===== config.mk =====
export PLATFORM = sky130hd
export DESIGN_NAME = wfo_fault_override
export DESIGN_NICKNAME = d
export VERILOG_FILES = /design/src/wfo_pkg.sv /design/src/wfo_fault_override.sv /design/src/wfo_pin_mux.sv /design/src/wfo_restore_sel.sv
export VERILOG_INCLUDE_DIRS = /design/src
export SDC_FILE = /design/constraint.sdc
export NUM_CORES = 1
export LEC_CHECK = 0
export ABC_AREA = 1
export BUFFER_PORTS_ARGS = -buffer_cell sky130_fd_sc_hd__buf_2
export CORE_MARGIN = 4
export CORE_UTILIZATION = 35
export DETAILED_ROUTE_END_ITERATION = 6
export SLEW_MARGIN = 20
export SYNTH_ARGS = -nofsm -noshare
export SYNTH_HDL_FRONTEND = slang
export SYNTH_SLANG_ARGS = --single-unit

===== constraint.sdc =====
create_clock -name mclk_in -period 1.9 [get_ports mclk_in]
set_input_delay 0.19 -clock mclk_in [delete_from_list [all_inputs] [get_ports mclk_in]]
set_output_delay 0.19 -clock mclk_in [all_outputs]
set_load 0.02 [all_outputs]

===== src/wfo_regs.svh =====
// Purpose: Offsets, field positions and reset values of the fault override block.
// Assumes: 8-bit register port, word index addressing.
// Notes: Definitions only.
`ifndef WFO_REGS_SVH
`define WFO_REGS_SVH
`define WFO_ADDR_W        4
`define WFO_CTRL_ADDR     4'h0
`define WFO_OVEN_ADDR     4'h1
`define WFO_DTIEN_ADDR    4'h2
`define WFO_LSBUF_ADDR    4'h3
`define WFO_STAT_ADDR     4'h4
`define WFO_INTEN_ADDR    4'h5
`define WFO_INTCLR_ADDR   4'h6
`define WFO_LIVE_ADDR     4'h7
`define WFO_CTRL_RST      8'h00
`define WFO_OVEN_RST      8'h00
`define WFO_DTIEN_RST     8'h00
`define WFO_LSBUF_RST     8'h00
`define WFO_CTRL_PGM_BIT  0
`define WFO_CTRL_COMMON_WAVEFORM_CHANNEL_MODE_BIT 1
`define WFO_CTRL_CBC_BIT  2
`define WFO_CTRL_FEN_BIT  3
`define WFO_ST_FAULT_BIT  0
`define WFO_ST_REST_BIT   1
`define WFO_ST_UNMAP_BIT  2
`define WFO_NCH           4
`endif


===== src/wfo_pkg.sv =====
// Purpose: Types shared by the fault override block.
// Assumes: Constants live in wfo_regs.svh.
// Notes: Holds only types.
package wfo_pkg;
	typedef enum logic [1:0] {
		WAVE_PLAIN,
		WAVE_COMMON,
		WAVE_PATTERN
	} wave_mode_t;
	typedef enum logic [1:0] {
		PROT_RUN,
		PROT_TRIPPED,
		PROT_WAIT_UPDATE
	} prot_state_t;
endpackage


===== src/wfo_fault_override.sv =====
// Purpose: Fault protection and override restore for a waveform extension.
// Assumes: 8-bit register port with read data one cycle after the read strobe.
// Notes: Fault input is a synchronous level; update is a one-cycle pulse.
//
// The implementer's own choices: the address-and-strobe port and the register addresses.
`timescale 1ns/10ps
`include "wfo_regs.svh"
module wfo_fault_override (
	// Clock and reset
	input  wire logic                   mclk_in,
	input  wire logic                   sys_rst_in,
	// Register port
	input  wire logic [`WFO_ADDR_W-1:0] reg_addr_in,
	input  wire logic [7:0]             reg_wdata_in,
	input  wire logic                   reg_wr_in,
	input  wire logic                   reg_rd_in,
	output logic      [7:0]             reg_rdata_out,
	// Waveform side
	input  wire logic                   fault_in,
	input  wire logic                   update_in,
	input  wire logic [7:0]             wave_in,
	input  wire logic [7:0]             port_in,
	// Pins and interrupt
	output logic      [7:0]             pin_out,
	output logic                        irq_out
);
	logic [7:0]          ctrl_q;
	logic [7:0]          oven_q;
	logic [7:0]          oven_d;
	logic [`WFO_NCH-1:0] dti_en_q;
	logic [7:0]          lsbuf_q;
	logic [2:0]          stat_q;
	logic [2:0]          stat_d;
	logic [2:0]          inten_q;
	logic [7:0]          rdata_q;
	wfo_pkg::prot_state_t st_q;
	wfo_pkg::prot_state_t st_d;
	wfo_pkg::wave_mode_t  mode;
	logic [7:0]          restore;
	logic                fault_on;
	logic                fault_rise;
	logic                restore_now;
	logic                fault_prev_q;
	logic                addr_mapped;
	logic [7:0]          rd_mux;
	logic                wr_ctrl;
	logic                wr_oven;
	logic                wr_dtien;
	logic                wr_lsbuf;
	logic                wr_inten;
	logic                wr_intclr;
	logic                bus_unmapped;
	logic [7:0]          exp_restore;

	function automatic logic is_addr(input logic [`WFO_ADDR_W-1:0] a,
	                                 input logic [`WFO_ADDR_W-1:0] b);
		return a == b;
	endfunction

	// Each dead-time channel owns one low/high pin pair, so its enable opens both.
	function automatic logic [7:0] pair_mask(input logic [`WFO_NCH-1:0] ch);
		logic [7:0] m;
		m = 8'h00;
		for (int k = 0; k < `WFO_NCH; k++) begin
			m[2*k]   = ch[k];
			m[2*k+1] = ch[k];
		end
		return m;
	endfunction

	// Table of modes: pattern bit wins, common mode only without it.
	assign mode = ctrl_q[`WFO_CTRL_PGM_BIT]  ? wfo_pkg::WAVE_PATTERN :
	              ctrl_q[`WFO_CTRL_COMMON_WAVEFORM_CHANNEL_MODE_BIT] ? wfo_pkg::WAVE_COMMON : wfo_pkg::WAVE_PLAIN;
	assign fault_on   = fault_in & ctrl_q[`WFO_CTRL_FEN_BIT];
	assign fault_rise = fault_on & ~fault_prev_q;
	assign addr_mapped = (reg_addr_in <= `WFO_LIVE_ADDR);

	assign wr_ctrl      = reg_wr_in & is_addr(reg_addr_in, `WFO_CTRL_ADDR);
	assign wr_oven      = reg_wr_in & is_addr(reg_addr_in, `WFO_OVEN_ADDR);
	assign wr_dtien     = reg_wr_in & is_addr(reg_addr_in, `WFO_DTIEN_ADDR);
	assign wr_lsbuf     = reg_wr_in & is_addr(reg_addr_in, `WFO_LSBUF_ADDR);
	assign wr_inten     = reg_wr_in & is_addr(reg_addr_in, `WFO_INTEN_ADDR);
	assign wr_intclr    = reg_wr_in & is_addr(reg_addr_in, `WFO_INTCLR_ADDR);
	assign bus_unmapped = (reg_wr_in | reg_rd_in) & ~addr_mapped;

	// Kept apart from the selector so the checks below do not share its logic.
	assign exp_restore = ctrl_q[`WFO_CTRL_PGM_BIT] ? lsbuf_q : pair_mask(dti_en_q);

	wfo_restore_sel u_sel (
		.mode_in     (mode),
		.dti_en_in   (dti_en_q),
		.lsbuf_in    (lsbuf_q),
		.restore_out (restore)
	);

	// Restore happens when the fault is gone: at once, or in cycle-by-cycle mode on an update or any software write.
	always_comb begin
		st_d = st_q;
		restore_now = 1'b0;
		case (st_q)
			wfo_pkg::PROT_RUN: begin
				if (fault_on) st_d = wfo_pkg::PROT_TRIPPED;
			end
			wfo_pkg::PROT_TRIPPED: begin
				if (!fault_on) begin
					if (reg_wr_in) begin
						restore_now = 1'b1;
						st_d = wfo_pkg::PROT_RUN;
					end else if (ctrl_q[`WFO_CTRL_CBC_BIT]) begin
						st_d = wfo_pkg::PROT_WAIT_UPDATE;
					end else begin
						restore_now = 1'b1;
						st_d = wfo_pkg::PROT_RUN;
					end
				end
			end
			wfo_pkg::PROT_WAIT_UPDATE: begin
				if (fault_on) st_d = wfo_pkg::PROT_TRIPPED;
				else if (update_in || reg_wr_in) begin
					restore_now = 1'b1;
					st_d = wfo_pkg::PROT_RUN;
				end
			end
			default: st_d = wfo_pkg::PROT_RUN;
		endcase
	end

	// Fault clearing outranks any software write to the enables.
	always_comb begin
		oven_d = oven_q;
		if (wr_oven) oven_d = reg_wdata_in;
		if (restore_now) oven_d = restore;
		if (fault_on) oven_d = 8'h00;
	end

	// Sticky events: set wins over a clear in the same cycle.
	always_comb begin
		stat_d = stat_q;
		if (wr_intclr) stat_d = stat_q & ~reg_wdata_in[2:0];
		if (fault_rise) stat_d[`WFO_ST_FAULT_BIT] = 1'b1;
		if (restore_now) stat_d[`WFO_ST_REST_BIT] = 1'b1;
		if (bus_unmapped) stat_d[`WFO_ST_UNMAP_BIT] = 1'b1;
	end

	always_comb begin
		rd_mux = 8'h00;
		case (reg_addr_in)
			`WFO_CTRL_ADDR:  rd_mux = ctrl_q;
			`WFO_OVEN_ADDR:  rd_mux = oven_q;
			`WFO_DTIEN_ADDR: rd_mux = {4'h0, dti_en_q};
			`WFO_LSBUF_ADDR: rd_mux = lsbuf_q;
			`WFO_STAT_ADDR:  rd_mux = {5'h00, stat_q};
			`WFO_INTEN_ADDR: rd_mux = {5'h00, inten_q};
			`WFO_LIVE_ADDR:  rd_mux = {5'h00, fault_on, st_q};
			default:         rd_mux = 8'h00;
		endcase
	end

	always_ff @(posedge mclk_in) begin
		if (sys_rst_in) begin
			st_q         <= wfo_pkg::PROT_RUN;
			oven_q       <= `WFO_OVEN_RST;
			stat_q       <= 3'h0;
			fault_prev_q <= 1'b0;
			rdata_q      <= 8'h00;
		end else begin
			st_q         <= st_d;
			oven_q       <= oven_d;
			stat_q       <= stat_d;
			fault_prev_q <= fault_on;
			rdata_q      <= reg_rd_in ? rd_mux : 8'h00;
		end
	end

	always_ff @(posedge mclk_in) begin
		if (sys_rst_in) begin
			ctrl_q   <= `WFO_CTRL_RST;
			dti_en_q <= 4'h0;
			lsbuf_q  <= `WFO_LSBUF_RST;
			inten_q  <= 3'h0;
		end else begin
			if (wr_ctrl)  ctrl_q   <= reg_wdata_in;
			if (wr_dtien) dti_en_q <= reg_wdata_in[3:0];
			if (wr_lsbuf) lsbuf_q  <= reg_wdata_in;
			if (wr_inten) inten_q  <= reg_wdata_in[2:0];
		end
	end

	assign reg_rdata_out = rdata_q;
	assign irq_out = |(stat_q & inten_q);

	wfo_pin_mux u_mux (
		.mclk_in    (mclk_in),
		.sys_rst_in (sys_rst_in),
		.oven_in    (oven_q),
		.wave_in    (wave_in),
		.port_in    (port_in),
		.pin_out    (pin_out)
	);

	AST_FAULT_CLEARS: assert property (@(posedge mclk_in) disable iff (sys_rst_in)
		fault_on |=> (oven_q == 8'h00))
		else $error("Override enables not cleared on fault.");
	AST_RESTORE_DTI: assert property (@(posedge mclk_in) disable iff (sys_rst_in)
		(st_q == wfo_pkg::PROT_TRIPPED && !fault_on && !ctrl_q[`WFO_CTRL_CBC_BIT]
		 && mode != wfo_pkg::WAVE_PATTERN && !reg_wr_in)
		|=> (oven_q == pair_mask($past(dti_en_q))))
		else $error("Restore did not follow dead-time channels.");
	AST_RESTORE_PGM: assert property (@(posedge mclk_in) disable iff (sys_rst_in)
		(restore_now && !fault_on && mode == wfo_pkg::WAVE_PATTERN) |=> (oven_q == $past(lsbuf_q)))
		else $error("Pattern mode restore not from low-side buffer.");
	AST_CBC_UPDATE: assert property (@(posedge mclk_in) disable iff (sys_rst_in)
		(st_q == wfo_pkg::PROT_WAIT_UPDATE && update_in && !fault_on)
		|=> (st_q == wfo_pkg::PROT_RUN && oven_q == $past(exp_restore)))
		else $error("Cycle-by-cycle restore missed the update.");
	AST_WRITE_REENABLE: assert property (@(posedge mclk_in) disable iff (sys_rst_in)
		(st_q != wfo_pkg::PROT_RUN && !fault_on && reg_wr_in) |=> (st_q == wfo_pkg::PROT_RUN))
		else $error("Register write did not re-enable outputs.");
	AST_PIN_SELECT: assert property (@(posedge mclk_in) disable iff (sys_rst_in)
		1'b1 |=> (pin_out == (($past(oven_q) & $past(wave_in)) | (~$past(oven_q) & $past(port_in)))))
		else $error("Pin did not follow override selection.");
	AST_STAY_TRIPPED: assert property (@(posedge mclk_in) disable iff (sys_rst_in)
		(fault_on [*2]) |-> (st_q == wfo_pkg::PROT_TRIPPED && oven_q == 8'h00))
		else $error("Block left tripped state during fault.");
	AST_IRQ_FAULT: assert property (@(posedge mclk_in) disable iff (sys_rst_in)
		(fault_rise && inten_q[`WFO_ST_FAULT_BIT]) |=> irq_out)
		else $error("Fault event did not raise the interrupt.");

	// Protection sequence: no restore may slip in while the fault stands.
	AST_NO_EARLY_REST: assert property (@(posedge mclk_in) disable iff (sys_rst_in)
		fault_on
		|-> !restore_now)
		else $error("Restore fired while the fault was present.");
	AST_TRIP_ENTRY: assert property (@(posedge mclk_in) disable iff (sys_rst_in)
		(st_q == wfo_pkg::PROT_RUN && fault_on)
		|=> (st_q == wfo_pkg::PROT_TRIPPED && oven_q == 8'h00))
		else $error("Fault did not trip the protection.");
	AST_TRIP_HOLD: assert property (@(posedge mclk_in) disable iff (sys_rst_in)
		(st_q == wfo_pkg::PROT_TRIPPED && fault_on)
		|=> (st_q == wfo_pkg::PROT_TRIPPED && oven_q == 8'h00))
		else $error("Tripped state not held during fault.");
	AST_REFAULT_WAIT: assert property (@(posedge mclk_in) disable iff (sys_rst_in)
		(st_q == wfo_pkg::PROT_WAIT_UPDATE && fault_on)
		|=> (st_q == wfo_pkg::PROT_TRIPPED))
		else $error("New fault while waiting did not trip again.");
	AST_PINS_IN_FAULT: assert property (@(posedge mclk_in) disable iff (sys_rst_in)
		(fault_on [*2])
		|=> (pin_out == $past(port_in)))
		else $error("Pins still carry the waveform during fault.");
	AST_NONCBC_RUN: assert property (@(posedge mclk_in) disable iff (sys_rst_in)
		(st_q == wfo_pkg::PROT_TRIPPED && !fault_on && !ctrl_q[`WFO_CTRL_CBC_BIT])
		|=> (st_q == wfo_pkg::PROT_RUN))
		else $error("Restore did not follow the end of the fault.");
	AST_CBC_WAITS: assert property (@(posedge mclk_in) disable iff (sys_rst_in)
		(st_q == wfo_pkg::PROT_TRIPPED && !fault_on && ctrl_q[`WFO_CTRL_CBC_BIT] && !reg_wr_in)
		|=> (st_q == wfo_pkg::PROT_WAIT_UPDATE && oven_q == 8'h00))
		else $error("Cycle-by-cycle restore did not wait for an update.");
	AST_WAIT_HOLDS: assert property (@(posedge mclk_in) disable iff (sys_rst_in)
		(st_q == wfo_pkg::PROT_WAIT_UPDATE && !fault_on && !update_in && !reg_wr_in)
		|=> (st_q == wfo_pkg::PROT_WAIT_UPDATE && oven_q == 8'h00))
		else $error("Outputs resumed before an update.");
	AST_WRITE_VALUE: assert property (@(posedge mclk_in) disable iff (sys_rst_in)
		(st_q != wfo_pkg::PROT_RUN && !fault_on && reg_wr_in)
		|=> (oven_q == $past(exp_restore)))
		else $error("Write restore gave the wrong enables.");

	// Register port and enable storage.
	AST_OVEN_WRITE: assert property (@(posedge mclk_in) disable iff (sys_rst_in)
		(wr_oven && !fault_on && !restore_now)
		|=> (oven_q == $past(reg_wdata_in)))
		else $error("Override enable write was lost.");
	AST_RUN_KEEPS: assert property (@(posedge mclk_in) disable iff (sys_rst_in)
		(st_q == wfo_pkg::PROT_RUN && !fault_on && !wr_oven)
		|=> (oven_q == $past(oven_q)))
		else $error("Override enables changed without cause.");
	AST_RDATA_IDLE: assert property (@(posedge mclk_in) disable iff (sys_rst_in)
		!reg_rd_in
		|=> (reg_rdata_out == 8'h00))
		else $error("Read data not zero outside a read.");
	AST_RDATA_OVEN: assert property (@(posedge mclk_in) disable iff (sys_rst_in)
		(reg_rd_in && is_addr(reg_addr_in, `WFO_OVEN_ADDR))
		|=> (reg_rdata_out == $past(oven_q)))
		else $error("Override enable read returned a wrong value.");

	// Sticky status flags: set wins over clear.
	AST_FLAG_FAULT: assert property (@(posedge mclk_in) disable iff (sys_rst_in)
		fault_rise
		|=> stat_q[`WFO_ST_FAULT_BIT])
		else $error("Fault flag not set.");
	AST_FLAG_UNMAP: assert property (@(posedge mclk_in) disable iff (sys_rst_in)
		bus_unmapped
		|=> stat_q[`WFO_ST_UNMAP_BIT])
		else $error("Unmapped access flag not set.");
	AST_FLAG_STICKY: assert property (@(posedge mclk_in) disable iff (sys_rst_in)
		(stat_q[`WFO_ST_FAULT_BIT] && !wr_intclr)
		|=> stat_q[`WFO_ST_FAULT_BIT])
		else $error("Fault flag dropped without a clear.");
	AST_FLAG_CLEAR: assert property (@(posedge mclk_in) disable iff (sys_rst_in)
		(wr_intclr && reg_wdata_in[`WFO_ST_FAULT_BIT] && !fault_rise)
		|=> !stat_q[`WFO_ST_FAULT_BIT])
		else $error("Fault flag not cleared by a write.");
endmodule // wfo_fault_override


===== src/wfo_pin_mux.sv =====
// Purpose: Per-pin selection between waveform and port function.
// Assumes: All inputs are synchronous to mclk_in.
// Notes: Registered so pins do not glitch during override changes.
`timescale 1ns/10ps
module wfo_pin_mux (
	// Clock and reset
	input  wire logic       mclk_in,
	input  wire logic       sys_rst_in,
	// Selection
	input  wire logic [7:0] oven_in,
	input  wire logic [7:0] wave_in,
	input  wire logic [7:0] port_in,
	// Pins
	output logic      [7:0] pin_out
);
	logic [7:0] pin_d;
	genvar g;
	generate
		for (g = 0; g < 8; g++) begin : g_pin
			assign pin_d[g] = oven_in[g] ? wave_in[g] : port_in[g];
		end
	endgenerate
	always_ff @(posedge mclk_in) begin
		if (sys_rst_in) pin_out <= 8'h00;
		else pin_out <= pin_d;
	end
endmodule // wfo_pin_mux


===== src/wfo_restore_sel.sv =====
// Purpose: Computes the override set restored after a fault.
// Assumes: Each dead-time channel drives a high/low pin pair.
// Notes: Combinational.
`timescale 1ns/10ps
`include "wfo_regs.svh"
module wfo_restore_sel (
	// Configuration
	input  wire wfo_pkg::wave_mode_t       mode_in,
	input  wire logic [`WFO_NCH-1:0]       dti_en_in,
	input  wire logic [7:0]                lsbuf_in,
	// Result
	output logic      [7:0]                restore_out
);
	logic [7:0] from_dti;
	genvar g;
	generate
		for (g = 0; g < `WFO_NCH; g++) begin : g_ch
			assign from_dti[2*g]   = dti_en_in[g];
			assign from_dti[2*g+1] = dti_en_in[g];
		end
	endgenerate
	// Pattern mode restores from the low-side buffer.
	assign restore_out = (mode_in == wfo_pkg::WAVE_PATTERN) ? lsbuf_in : from_dti;
endmodule // wfo_restore_sel

==> results.md <==
* Met3 wire len at approximately 490 um
* DRT met1 WL at 3216 um
* Met2 routed WL at a little over 3000 um
* Synth cell count leaders: 100 x nand2_1, 53 x dfxtp_1, 44 x nand3_1
* Post-synth ARST share at 0
* CP endpoint kind: flop
* Largest family of logic cells by synthesized area: simple AND/OR/NAND/NOR gates
* Largest net degree at the start of global routing at 28
* Post-Synth Adder-Cell Area at 0.01934
* Setup TNS at 0 ps
* Global-route wire length before repair at 11,630 um
* Worst min-delay path category: input port to flop
* Vias per cell at around 4.8
* Top_reg_cell synth: dfxtp_1
* Simple-gate area share of the yosys netlist at 0.3448
* Number of distinct library cells after synthesis at 22
* Worst slew margin at 0.7240
* Reg2Reg Depth at 8
* Post-CTS setup repair buffer count at 0
* Top cell type's share of synthesized area at 0.4101
* Layout cell share with drive strength beyond 1 at 0.1876
* Synth top area cells: dfxtp_1 41%, nand2_1 15%, nand3_1 8.5%
* Routed vias at between 2,000 and 3,000
* Clock slew at reported path FFs at roughly 100 ps
* CP endpoint: oven_q[2]$_SDFFE_PP0P_
* Post-synthesis mux area share at 0
* Port buffer count at 50
* Number of global-route vias before repair at between 2,000 and 2,500
* Net Sw Frac at 0.3301
* Post-synth EDFFs at 0
* Final Skew at 8.222 ps
* Final Hold Fails at 0
* Syn. warnings at 0
* CTS tree: built
* CTS resizes at 0
* Lkg Pwr at ~0.0014 uW
* Cts bufs inserted at 5
* Kind of critical path: flop to flop
* Seq cells post-synth at 53
* P_sw at between 800 and 900 uW
* Worst-margin pin slew at about 410 ps
* Final weighted congestion in routability-driven placement at 0.9347
* Htree depth at 2
* CTS root buffer: clkbuf_8
* Detail Route Antenna Nets at 0
* Global Route Usage Sum at 0.1679
* Origin of the critical flop-to-flop path: st_q[0]$_SDFFE_PP0P_
* Pwr Density at 836.3 mW/mm^2
* Post-Synthesis Cells at about 390
* Syn Nets at 423
* 1st-pass router iterations at 4
* Critical Path Start: st_q[0]$_SDFFE_PP0P_
* Setup WS post-layout at roughly 290 ps
* FF-to-FF setup slack at around 290 ps
* Synth Area in XOR/XNOR at 0
* Post-layout min period at around 1600 ps
* Critical Path AT at approximately 1900 ps
* DR iter-0 viols at between 200 and 250
* Synthesized cell area at 0.002587 mm^2
* Hold slack at roughly 88 ps
* Internal power at between 1500 and 2000 uW
* Design Power at 2535 uW
* Worst setup SP type: flop
* Core ar. at between 0.007 and 0.008 mm^2
* Worst skew pair latency at between 300 and 400 ps
* Initial antenna violation count at 0
* Syn Area/Cell at 6.721 um^2
* Die width at about 94 um
* WP data required at between 2000 and 2500 ps
* Sequential share of power at 0.501
* Top-Level Pins at 51
* Combinational fraction of design power at 0.230
* GRT overflow at 0
* Max clock buf depth at 2
* Die Area at 0.008832 mm^2
* Post-Route WL at slightly below 7000 um
* Post-layout nets at ~470
* Vert. Die Dim at between 90 and 100 um
* Clk pwr share at 0.269
* Pre-CTS setup slack at 324.2 ps
* Area leader, netlist: dfxtp_1
* Std-Cell Rows at 31
* Reg-to-Reg End: oven_q[2]$_SDFFE_PP0P_
* Fmax at ~0.62 GHz
* WL per Instance at 12.93 um
* Area grow syn2layout at 17.17%
* RSZ-0062 raised after global routing: false
* Outcome: finished clean
* Most frequent cell after synthesis: nand2_1
* Initial core utilization at 0.3587
* Peak supply drop at around 0.35 mV
* Ant diodes at 0
* Clock sink count at 53
* Final-report setup violation count at 0
* Post-detail-place hpwl at 5204 um
* Slew Viols, Final at 0
* Worst-path fanout max at 17
* Post-synthesis compound-gate area fraction at 0.1344
* # DRC at 0
* Final period utilization at 0.8469
* Seq/Total Area, Yosys at 0.4101
* Max_cap viols at 0
* Highest routed layer: met4
* Layout Utilization at 0.4202
* Hold Buf Count CTS at 0
[worst min-delay path by stage]
stage | startpoint | end | slack (ps) | cells past startpoint
5_1_grt | wave_in[3] | u_mux.pin_out[3]$_SDFF_PP0_ | 90 | 3
6_report | wave_in[0] | u_mux.pin_out[0]$_SDFF_PP0_ | 90 | 3
4_1_cts | wave_in[0] | u_mux.pin_out[0]$_SDFF_PP0_ | 80 | 3
3_5_place_dp | wave_in[0] | u_mux.pin_out[0]$_SDFF_PP0_ | 420 | 3
2_1_floorplan | wave_in[7] | u_mux.pin_out[7]$_SDFF_PP0_ | 320 | 2
3_3_place_gp | wave_in[0] | u_mux.pin_out[0]$_SDFF_PP0_ | 410 | 3
[flip-flops by register name (all words and copies together) (netlist names)]
name           count
stat_q             3
inten_q            3
oven_q             8
dti_en_q           4
lsbuf_q            8
reg_rdata_out      8
st_q               2
ctrl_q             8
fault_prev_q       1
u_mux.pin_out      8
[kinds of logic (layout without fill, tap and decap cells)]
kind of cell             Yosys count  in the layout
flip-flops                        53             53
AO/OA/AOI/OAI                     68             68
adder cells (fa/ha/maj)            4              4
buffers and inverters             56            108
AND/OR/NAND/NOR                  204            204
[critical path, cell delays in order, from the launching register on]
cell and delay (ps):
dfxtp_1 430, inv_1 90, ha_1 280, inv_1 60
nor2_4 240, nand2_4 170, nand2_1 90, nand2_1 50
a21oi_1 120
[cells in the final DEF (no fill, tap or decap), drive strengths merged]
cell,instances
nand2,105
buf,56
dfxtp,53
nor2,46
nand3,44
inv,44
a21oi,42
o21ai,25
nand4,8
clkbuf,6
ha,4
clkinv,2
nor3,1
o32ai,1
[metrics by stage]
step	area, um^2	cells
floorplan	2587	385
global placement	2935	528
detailed placement	2935	528
CTS	3032	536
global route	3032	536
finish	3032	536
[layer usage]
layer	vias to the layer above	GRT usage
li1	1341	-
met1	1127	0.2316
met2	80	0.2507
met3	12	0.03125
met4	0	0.08063
met5	-	0
[area by class of cell]
cell class	instances	area (um^2)
tap	99	123.9
multi-input combinational	276	1290
fill	796	4183
clock buffer	6	82.58
clock inverter	2	13.76
timing repair buffer	56	295.3
sequential	53	1061
inverter	44	165.2
[power groups by stage]
stage	Combinational, uW	Sequential [uW]	Clock, uW
final	582	1270	683
after floorplan	391	1310	0
after detailed placement	584	1300	0
after CTS	585	1270	712
after global routing	675	1280	746
after global placement	579	1290	0
No activity file was read; power rests on OpenSTA's default activity.
